===== src/logic/dpm_pkg.sv =====
// Shared constants and types for the dual-port mailbox RAM host controller.
package dpm_pkg;

  // ----------------------------------------------------------------------------
  // Array geometry
  // ----------------------------------------------------------------------------
  localparam int ADDR_W = 11;
  localparam int DATA_W = 9;

  // ----------------------------------------------------------------------------
  // Mailbox addresses
  // ----------------------------------------------------------------------------
  localparam logic [10:0] MBOX_LEFT  = 11'h7FE; // Written by right to set left flag; a left read clears it.
  localparam logic [10:0] MBOX_RIGHT = 11'h7FF; // Written by left, sets right flag.

  // ----------------------------------------------------------------------------
  // Timing in ns and derived cycles at 40 MHz
  // ----------------------------------------------------------------------------
  localparam int CLK_PERIOD_NS = 25;
  localparam int BUSY_ACC_NS   = 30; // Busy decision time after address/select.
  localparam int WR_PULSE_NS   = 40; // Least write pulse width.
  localparam int RD_ACC_NS     = 55; // Read access time allowance.
  localparam int WR_HOLD_NS    = 20; // Write hold after busy.
  localparam logic [3:0] BUSY_CYC =
    4'((BUSY_ACC_NS + CLK_PERIOD_NS - 1) / CLK_PERIOD_NS);
  localparam logic [3:0] WRP_CYC =
    4'((WR_PULSE_NS + CLK_PERIOD_NS - 1) / CLK_PERIOD_NS);
  localparam logic [3:0] RD_CYC =
    4'((RD_ACC_NS + CLK_PERIOD_NS - 1) / CLK_PERIOD_NS);
  localparam logic [3:0] HOLD_CYC =
    4'((WR_HOLD_NS + CLK_PERIOD_NS - 1) / CLK_PERIOD_NS);

  // ----------------------------------------------------------------------------
  // Sequencer states
  // ----------------------------------------------------------------------------
  typedef enum logic [2:0] {
    ST_IDLE  = 3'b000,
    ST_SETUP = 3'b001,
    ST_WRITE = 3'b010,
    ST_READ  = 3'b011,
    ST_END   = 3'b100
  } dpm_state_t;

endpackage


===== src/logic/dpm_tmr_if.sv =====
// Handshake between the port sequencer and its cycle timer.
`timescale 1ns/100ps
interface dpm_tmr_if;
  logic       load;
  logic [3:0] count;
  logic       done;
  modport seq (output load, output count, input done);
  modport tmr (input load, input count, output done);
endinterface


===== src/logic/dpm_timer.sv =====
// Down-counting cycle timer used to space pin phases.
`timescale 1ns/100ps
module dpm_timer (
  // Clock and reset
  input  wire logic clk,
  input  wire logic sys_rst,
  // Sequencer side
  dpm_tmr_if.tmr    tmr
);

  logic [3:0] cnt_reg;

  // ----------------------------------------------------------------------------
  // Counter
  // ----------------------------------------------------------------------------
  // Load wins over counting so a new phase always starts from its full length.
  always_ff @(posedge clk or posedge sys_rst) begin
    if (sys_rst) begin
      cnt_reg <= 4'h0;
    end else if (tmr.load) begin
      cnt_reg <= tmr.count;
    end else if (cnt_reg != 4'h0) begin
      cnt_reg <= cnt_reg - 4'h1;
    end
  end

  // Done looks only at the count: the sequencer raises load from done, so a
  // term in load here would close a combinational loop.
  assign tmr.done = (cnt_reg == 4'h0);

endmodule


===== src/logic/dpm_host.sv =====
// Host controller that drives one port of the dual-port mailbox RAM.
// How it works
// - System holds slave busy high normally
// - Depth banks AND their busy lines
// - One master per range drives slaves
// - Hold address and select before strobe
//
// The host runs one access at a time on its port. After presenting address
// and select it waits the busy decision time before any strobe, and if busy
// is low during a write it holds the strobe until busy rises, so no word is
// half-written across a width-expanded array.
`timescale 1ns/100ps
module dpm_host #(
  parameter int ADDR_W = dpm_pkg::ADDR_W,
  parameter int DATA_W = dpm_pkg::DATA_W
) (
  // Clock and reset
  input  wire logic              clk,
  input  wire logic              sys_rst,
  // User command side
  input  wire logic              cmdValid,
  output logic                   cmdReady,
  input  wire logic              cmdWrite,
  input  wire logic [ADDR_W-1:0] cmdAddr,
  input  wire logic [DATA_W-1:0] cmdWdata,
  output logic                   rspValid,
  output logic [DATA_W-1:0]      rspRdata,
  output logic                   rspBusyHit,
  output logic                   mailboxPending,
  // RAM port pins
  output logic                   portSelectN,
  output logic                   outputDriveN,
  output logic                   readWriteN,
  output logic [ADDR_W-1:0]      portAddr,
  output logic [DATA_W-1:0]      dataOut,
  output logic                   dataOe,
  input  wire logic [DATA_W-1:0] dataIn,
  input  wire logic              busyN,
  input  wire logic              mailboxFlagN
);

  dpm_pkg::dpm_state_t state_reg;
  dpm_pkg::dpm_state_t state_next;
  logic                isWrite_reg;
  logic [ADDR_W-1:0]   addr_reg;
  logic [DATA_W-1:0]   wdata_reg;
  logic [DATA_W-1:0]   rdata_reg;
  logic                rspValid_reg;
  logic                busyHit_reg;
  logic                busyHit_next;
  logic                flagSeen_reg;

  dpm_tmr_if tmrBus ();

  dpm_timer u_timer (
    .clk     (clk),
    .sys_rst (sys_rst),
    .tmr     (tmrBus)
  );

  // ----------------------------------------------------------------------------
  // Decoding
  // ----------------------------------------------------------------------------
  // Any of the 2048 words may be addressed; mailbox words are ordinary data.
  wire logic takeCmd  = (state_reg == dpm_pkg::ST_IDLE) && cmdValid;
  wire logic inSetup  = (state_reg == dpm_pkg::ST_SETUP);
  wire logic inWrite  = (state_reg == dpm_pkg::ST_WRITE);
  wire logic inRead   = (state_reg == dpm_pkg::ST_READ);
  wire logic inEnd    = (state_reg == dpm_pkg::ST_END);
  wire logic active   = inSetup || inWrite || inRead || inEnd;
  // Busy low stalls the write phase: the strobe is held until busy rises.
  // One busy line, the AND of all banks from the one master, gates the word.
  wire logic wrStall  = inWrite && !busyN;
  wire logic strobeOn = inWrite && busyN;

  // ----------------------------------------------------------------------------
  // Next state and timer loads
  // ----------------------------------------------------------------------------
  always_comb begin
    state_next    = state_reg;
    busyHit_next  = busyHit_reg;
    tmrBus.load   = 1'b0;
    tmrBus.count  = 4'h0;
    unique case (state_reg)
      dpm_pkg::ST_IDLE: begin
        if (cmdValid) begin
          state_next   = dpm_pkg::ST_SETUP;
          busyHit_next = 1'b0;
          tmrBus.load  = 1'b1;
          tmrBus.count = dpm_pkg::BUSY_CYC;
        end
      end
      dpm_pkg::ST_SETUP: begin
        if (tmrBus.done) begin
          tmrBus.load = 1'b1;
          if (isWrite_reg) begin
            state_next   = dpm_pkg::ST_WRITE;
            tmrBus.count = dpm_pkg::WRP_CYC;
          end else begin
            state_next   = dpm_pkg::ST_READ;
            tmrBus.count = dpm_pkg::RD_CYC;
          end
        end
      end
      dpm_pkg::ST_WRITE: begin
        if (!busyN) begin
          // Restart the pulse so a full width follows the release of busy.
          busyHit_next = 1'b1;
          tmrBus.load  = 1'b1;
          tmrBus.count = 4'(dpm_pkg::WRP_CYC + dpm_pkg::HOLD_CYC);
        end else if (tmrBus.done) begin
          state_next = dpm_pkg::ST_END;
        end
      end
      dpm_pkg::ST_READ: begin
        if (!busyN) begin
          busyHit_next = 1'b1;
        end
        if (tmrBus.done) begin
          state_next = dpm_pkg::ST_END;
        end
      end
      dpm_pkg::ST_END: begin
        state_next = dpm_pkg::ST_IDLE;
      end
      default: begin
        state_next = dpm_pkg::ST_IDLE;
      end
    endcase
  end

  // ----------------------------------------------------------------------------
  // State register
  // ----------------------------------------------------------------------------
  always_ff @(posedge clk or posedge sys_rst) begin
    if (sys_rst) begin
      state_reg   <= dpm_pkg::ST_IDLE;
      busyHit_reg <= 1'b0;
    end else begin
      state_reg   <= state_next;
      busyHit_reg <= busyHit_next;
    end
  end

  // ----------------------------------------------------------------------------
  // Command capture
  // ----------------------------------------------------------------------------
  always_ff @(posedge clk or posedge sys_rst) begin
    if (sys_rst) begin
      isWrite_reg <= 1'b0;
      addr_reg    <= '0;
      wdata_reg   <= '0;
    end else if (takeCmd) begin
      isWrite_reg <= cmdWrite;
      addr_reg    <= cmdAddr;
      wdata_reg   <= cmdWdata;
    end
  end

  // ----------------------------------------------------------------------------
  // Read capture and response
  // ----------------------------------------------------------------------------
  // Data is sampled on the last read cycle, after the access time elapsed.
  always_ff @(posedge clk or posedge sys_rst) begin
    if (sys_rst) begin
      rdata_reg    <= '0;
      rspValid_reg <= 1'b0;
    end else begin
      if (inRead && tmrBus.done) begin
        rdata_reg <= dataIn;
      end
      rspValid_reg <= inEnd;
    end
  end

  // ----------------------------------------------------------------------------
  // Mailbox flag sampling
  // ----------------------------------------------------------------------------
  // The flag is an asynchronous device output; the clock is assumed to see it
  // clean, so a single register suffices.
  always_ff @(posedge clk or posedge sys_rst) begin
    if (sys_rst) begin
      flagSeen_reg <= 1'b0;
    end else begin
      flagSeen_reg <= !mailboxFlagN;
    end
  end

  // ----------------------------------------------------------------------------
  // Pin drive
  // ----------------------------------------------------------------------------
  // Deselected between accesses so the port rests in standby. Output enable
  // is held off during writes so the device never fights the host driver.
  assign portSelectN  = !active;
  assign readWriteN   = !strobeOn;
  assign outputDriveN = !inRead;
  assign portAddr     = addr_reg;
  assign dataOut      = wdata_reg;
  assign dataOe       = isWrite_reg && (inWrite || (inSetup && !wrStall));

  // ----------------------------------------------------------------------------
  // User side
  // ----------------------------------------------------------------------------
  assign cmdReady       = (state_reg == dpm_pkg::ST_IDLE);
  assign rspValid       = rspValid_reg;
  assign rspRdata       = rdata_reg;
  assign rspBusyHit     = busyHit_reg;
  assign mailboxPending = flagSeen_reg;

endmodule


===== config.mk =====
export PLATFORM = sky130hd
export DESIGN_NAME = dpm_host
export DESIGN_NICKNAME = d
export VERILOG_FILES = /design/src/logic/dpm_pkg.sv /design/src/logic/dpm_tmr_if.sv /design/src/logic/dpm_timer.sv /design/src/logic/dpm_host.sv
export SDC_FILE = /design/constraint.sdc
export NUM_CORES = 1
export LEC_CHECK = 0
export BUFFER_PORTS_ARGS = -buffer_cell sky130_fd_sc_hd__buf_4
export CAP_MARGIN = 20
export CORE_ASPECT_RATIO = 1.25
export CORE_MARGIN = 4
export CORE_UTILIZATION = 47
export DETAILED_ROUTE_END_ITERATION = 10
export PLACE_DENSITY = 0.78
export SLEW_MARGIN = 20
export SYNTH_ARGS = -nofsm -noshare
export SYNTH_HDL_FRONTEND = slang
export SYNTH_SLANG_ARGS = --single-unit

===== constraint.sdc =====
create_clock -name clk -period 2.45 [get_ports clk]
set_input_delay 0.49 -clock clk [delete_from_list [all_inputs] [get_ports clk]]
set_output_delay 0.49 -clock clk [all_outputs]
set_load 0.02 [all_outputs]

**After elaboration in Yosys (flattened, before gate mapping)**

Cells that the tools add are included.

- Register bits: 40
- Output and inout port bits: 37
- Logic and storage cells: 62

- Add/sub/neg operators: 1
- Equality and inequality tests: 8
- Multiplexer cells: 20
- Reductions and logical operators: 24

Operators with widths:

| kind | number |
|---|---|
| 2-to-1 mux 3 bit | 4 |
| one-hot mux 3 bit (4 select lines) | 1 |
| 2-to-1 mux 4 bit | 2 |
| inequality test 2 bit, second input constant | 4 |
| 2-to-1 mux 1 bit | 7 |
| == test 3 x 2 -> 1 bit, second input constant | 2 |
| logical AND 1 bit | 6 |
| logical NOT 1 bit | 6 |
| 2-to-1 mux 2 bit | 3 |
| one-hot mux 2 bit (3 select lines) | 1 |
| AND reduction 3 bit | 2 |
| logical NOT 4 bit | 1 |
| logical OR 1 bit | 4 |
| nonzero test 2 bit | 2 |
| nonzero test 4 bit | 1 |
| subtractor 4 x 1 -> 4 bit, second input constant | 1 |
| == test 3 x 1 -> 1 bit, second input constant | 1 |
| == test 3 bit, second input constant | 1 |
| logical NOT 3 bit | 1 |
| one-hot mux 1 bit (3 select lines) | 1 |
| one-hot mux 1 bit (2 select lines) | 1 |
| OR reduction 2 bit | 1 |

**Longest topological paths before layout**

- Word-level depth: 6
- Gate-level depth with buffers: 6
- Depth with buffers taken out: 5

**Hierarchy**

Synthesis repeated with hierarchy kept, for this count alone.

- Cells, all modules: 129
- Area, all modules: 1722.9 um^2

By module, submodules not included:

| module | times used | cells an instance | area an instance (um^2) | seq. area each (um^2) |
|---|---|---|---|---|
| dpm_host | 1 | 106 | 1486.4 | 900.9 |
| dpm_timer | 1 | 23 | 236.5 | 100.1 |

**Least setup slack after synthesis**

Ideal clock, no wire load.

- Path kind: flip-flop to output port
- Start: register state_reg[0]
- End: output portSelectN
- Data arrival time: 1.432 ns
- Required time: 1.960 ns
- Path slack: 0.528 ns
- Cell stages (with the launch flop): 4
- Path through: dfrtp_1 -> clkbuf_1 -> nor3_1 -> nand2b_1

- Word-level cells in the longest chain between the ends: 5
- Elaborated cells between the ends (all ways): 8

RTL lines:

| item | line | RTL |
|---|---|---|
| start, declared | dpm_host.sv:42 | `dpm_pkg::dpm_state_t state_reg;` |
| start signal, assigned | dpm_host.sv:137 | `state_reg <= dpm_pkg::ST_IDLE;` |
| start signal, assigned | dpm_host.sv:140 | `state_reg <= state_next;` |
| == test 3 x 1 -> 1 bit or == test 3 x 2 -> 1 bit (tied branches) | dpm_host.sv:66, dpm_host.sv:67 |  |
| logical OR 1 bit (2 in a row) | dpm_host.sv:70 | `wire logic active = inSetup \|\| inWrite \|\| inRead \|\| inEnd;` |
| logical OR 1 bit * | dpm_host.sv:70 |  |
| logical NOT 1 bit * | dpm_host.sv:194 | `assign portSelectN = !active;` |
| end, declared | dpm_host.sv:31 | `output logic portSelectN,` |

Mark *: on every way between the ends. The rest lies on a longest branch, timed or not.

**Worst setup path in the final report**

- Start: register u_timer.cnt_reg[0]
- End: register rdata_reg[3], in the netlist rspRdata[3]

- Word-level cells in the longest chain between the ends: 2

RTL lines:

| item | line | RTL |
|---|---|---|
| start, declared | dpm_timer.sv:11 | `logic [3:0] cnt_reg;` |
| start signal, assigned | dpm_timer.sv:21 | `cnt_reg <= tmr.count;` |
| start signal, assigned | dpm_timer.sv:23 | `cnt_reg <= cnt_reg - 4'h1;` |
| logical NOT 4 bit | dpm_timer.sv:29 | `assign tmr.done = (cnt_reg == 4'h0);` |
| logical AND 1 bit | dpm_host.sv:169 | `if (inRead && tmrBus.done) begin` |
| end signal, assigned | dpm_host.sv:170 | `rdata_reg <= dataIn;` |
| end, declared | dpm_host.sv:47 | `logic [DATA_W-1:0] rdata_reg;` |

Every way passes these cells.
A chain may end at the register's enable or synchronous reset.

==> metrics <==
status complete, no violations; register area share after synthesis a little under three fifths; ranking of synthesized cells by area dfrtp_1 56%, mux2_4 14%, mux2_2 8.9%; Internal approximately 2.1 mW; max incr delay on CP roughly 470 ps; Final Non-Filler Cells 240; placed cell count between 200 and 250; synthesis-to-layout area growth 36.65%; Reg power frac a little over a third; setup violators final 0; first-pass GRT wire length 6520 microns; Post-synth EDFFs 0; switching power between 1 and 1.5 mW; Top delay family on crit path simple AND/OR/NAND/NOR gates; num ports between 70 and 80; Leak around 1.2 nW; clock slew at reported path FFs 70 ps; largest net degree at the start of global routing 41; Initial DRC Count 67; die area between 0.004 and 0.005 sq mm; RSZ-0062 raised after global routing false; vias in the first global route roughly 1,300; syn_nets between 150 and 200; critical path endpoint category flop; WP data arrival 2210 ps; syn avg cell area 14.09 sq um; crit-path max FO 9; Slew @ Worst Pin between 400 and 500 ps; initial antenna violation count 0; Commonest cells post-synth 40 x dfrtp_1, 16 x mux2_4, 14 x mux2_2, 6 x inv_1, 6 x nand2_1; Longest Clk Path Bufs 2; Worst Path Required 2620 ps; Overflow after GRT 0; diodes inserted 0; core area ~0.0036 sq mm; CTS tree built; DR vias 1,241; dominant synthesized flop cell dfrtp_1; combinational power share about half; Final TNS setup 0 ps; router iterations before antenna repair 4; Row Count 24; Final Worst Setup Slack between 400 and 500 ps; post-DR wirelength/cell 16.41 microns; CTS Sinks 40; DRC errors left 0; DRT Wirelength about 4000 microns; synth warn 0; DP HPWL slightly below 3000 microns; dpl ws approximately 430 ps; crit path cell chain inv_1, ha_1, nor3b_4, and3_1, mux2_2; Global Route Usage Sum 17.51%; Switching Share between 30% and 40%; Hold Path Class input pin to asynchronous set/reset pin; Post-Syn Area 0.001775 sq mm; Post-layout nets 236; Tmin final 2034 ps; critical path launch point type flop; htree depth 2; Rel. slew slack 66.70%; Yosys reg bits 40; root buffer cell clkbuf_8; Final Hold Vio Count 0; part of the power in the clock network approximately 15%; WHS approximately 310 ps; Async SR Flop Fraction 100.0%; Final Wtd Congestion about 0.76; FMAX roughly 0.49 GHz; Final Max Slew Viols 0; Initial Utilization 49.68%; share of cells above drive strength 1 56.22%; most numerous cell in the Yosys netlist dfrtp_1; Crit Path Category flop to flop; Synth area leader dfrtp_1; Die Span Y about 77 microns; Peak VDD IR approximately 0.00076 V; slowest CP cell and3_1; Max-Cap Viols 0; PostCTS Resize Cnt 0; PwrDens 1391 mW/mm^2; share of Yosys cell area claimed by the top area cell type a little under three fifths; R2R Path Start u_timer.cnt_reg[0]; Largest register FFs 11; clk_lat worst skew approximately 280 ps; Tcrit/Tclk final about 83%; CTS buffer count 5; Setup Skew 2.465 ps; die span in x ~63 microns; crit path launch u_timer.cnt_reg[0]; ANT nets after route 0; Setup Fix Bufs, Post-CTS 0; Tot Pwr between 3 and 4 mW; drt via density between 5 and 6; crit path buf inv count 1; Netlist cell types 30; cell count after synthesis around 130; PortBufs 71; hold buffer count at cts 0
[worst paths after layout]
kind | depth (start not counted) | end | slack, ps
worst min register to register | 1 | portAddr[5] | 510
worst min-delay path | 3 | portAddr[3] | 310
max in group asynchronous | 3 | isWrite_reg | 1810
worst max-delay path | 5 | rspRdata[3] | 420
min in group clk | 2 | mailboxPending | 340
worst max register to register | 5 | rspRdata[3] | 420
[tightest hold or removal path, cell delays in order]
cell   delay, ps
buf_4        110
inv_1         40
buf_4        410
[layer usage]
metal	up-vias	wire length, microns	track usage, %
li1	577	-	-
met2	56	2018	29.57
met5	-	0	0
met3	12	323	5.994
met4	0	105	7.726
met1	596	1490	19.83
[power groups by stage]
| stage | clock [mW] | sequential (mW) | combinational (mW) |
|---|---|---|---|
| finish | 0.511 | 1.21 | 1.65 |
| global route | 0.559 | 1.26 | 1.77 |
| CTS | 0.526 | 1.21 | 1.67 |
| detailed placement | 0 | 1.22 | 1.66 |
| global placement | 0 | 1.19 | 1.62 |
| floorplan | 0 | 1.46 | 0.793 |
[cells by family after synthesis]
group,Yosys count,share of synthesized area (%)
flip-flops,40,56.38
multiplexers,31,22.97
AND/OR/NAND/NOR,28,10.50
AO/OA/AOI/OAI,12,4.158
buffers and inverters,12,4.298
XOR/XNOR,2,0.9868
adder cells (fa/ha/maj),1,0.7046
[cells in the final DEF (no fill, tap or decap), types with 2 or more instances in the layout]
| cell | instances |
|---|---|
| a21o_1 | 3 |
| a21oi_1 | 2 |
| buf_4 | 73 |
| clkbuf_8 | 5 |
| dfrtp_1 | 40 |
| inv_1 | 6 |
| mux2_2 | 14 |
| mux2_4 | 16 |
| nand2_1 | 6 |
| nand2b_1 | 4 |
| nand3b_1 | 2 |
| nor2_1 | 4 |
| nor3_1 | 4 |
| nor3b_1 | 2 |
| o21ai_0 | 4 |
| xnor2_1 | 2 |
[metrics by stage]
stage	utilization, %	instance area (sq um)
floorplan	-	1775
global placement	64.88	2318
detailed placement	64.88	2318
CTS	67.89	2426
global route	67.89	2426
finish	67.89	2426
[final cells by class]
type / count / area [sq um]
fillers: 273 / 1147
flip-flops and latches: 40 / 1001
well taps: 39 / 48.80
repair buffers: 73 / 548.0
clock buffers: 6 / 72.57
multi-input cells: 74 / 698.2
inverters: 6 / 22.52
clock inverters: 2 / 35.03
Note: power is estimated with default switching activity, not from simulation.
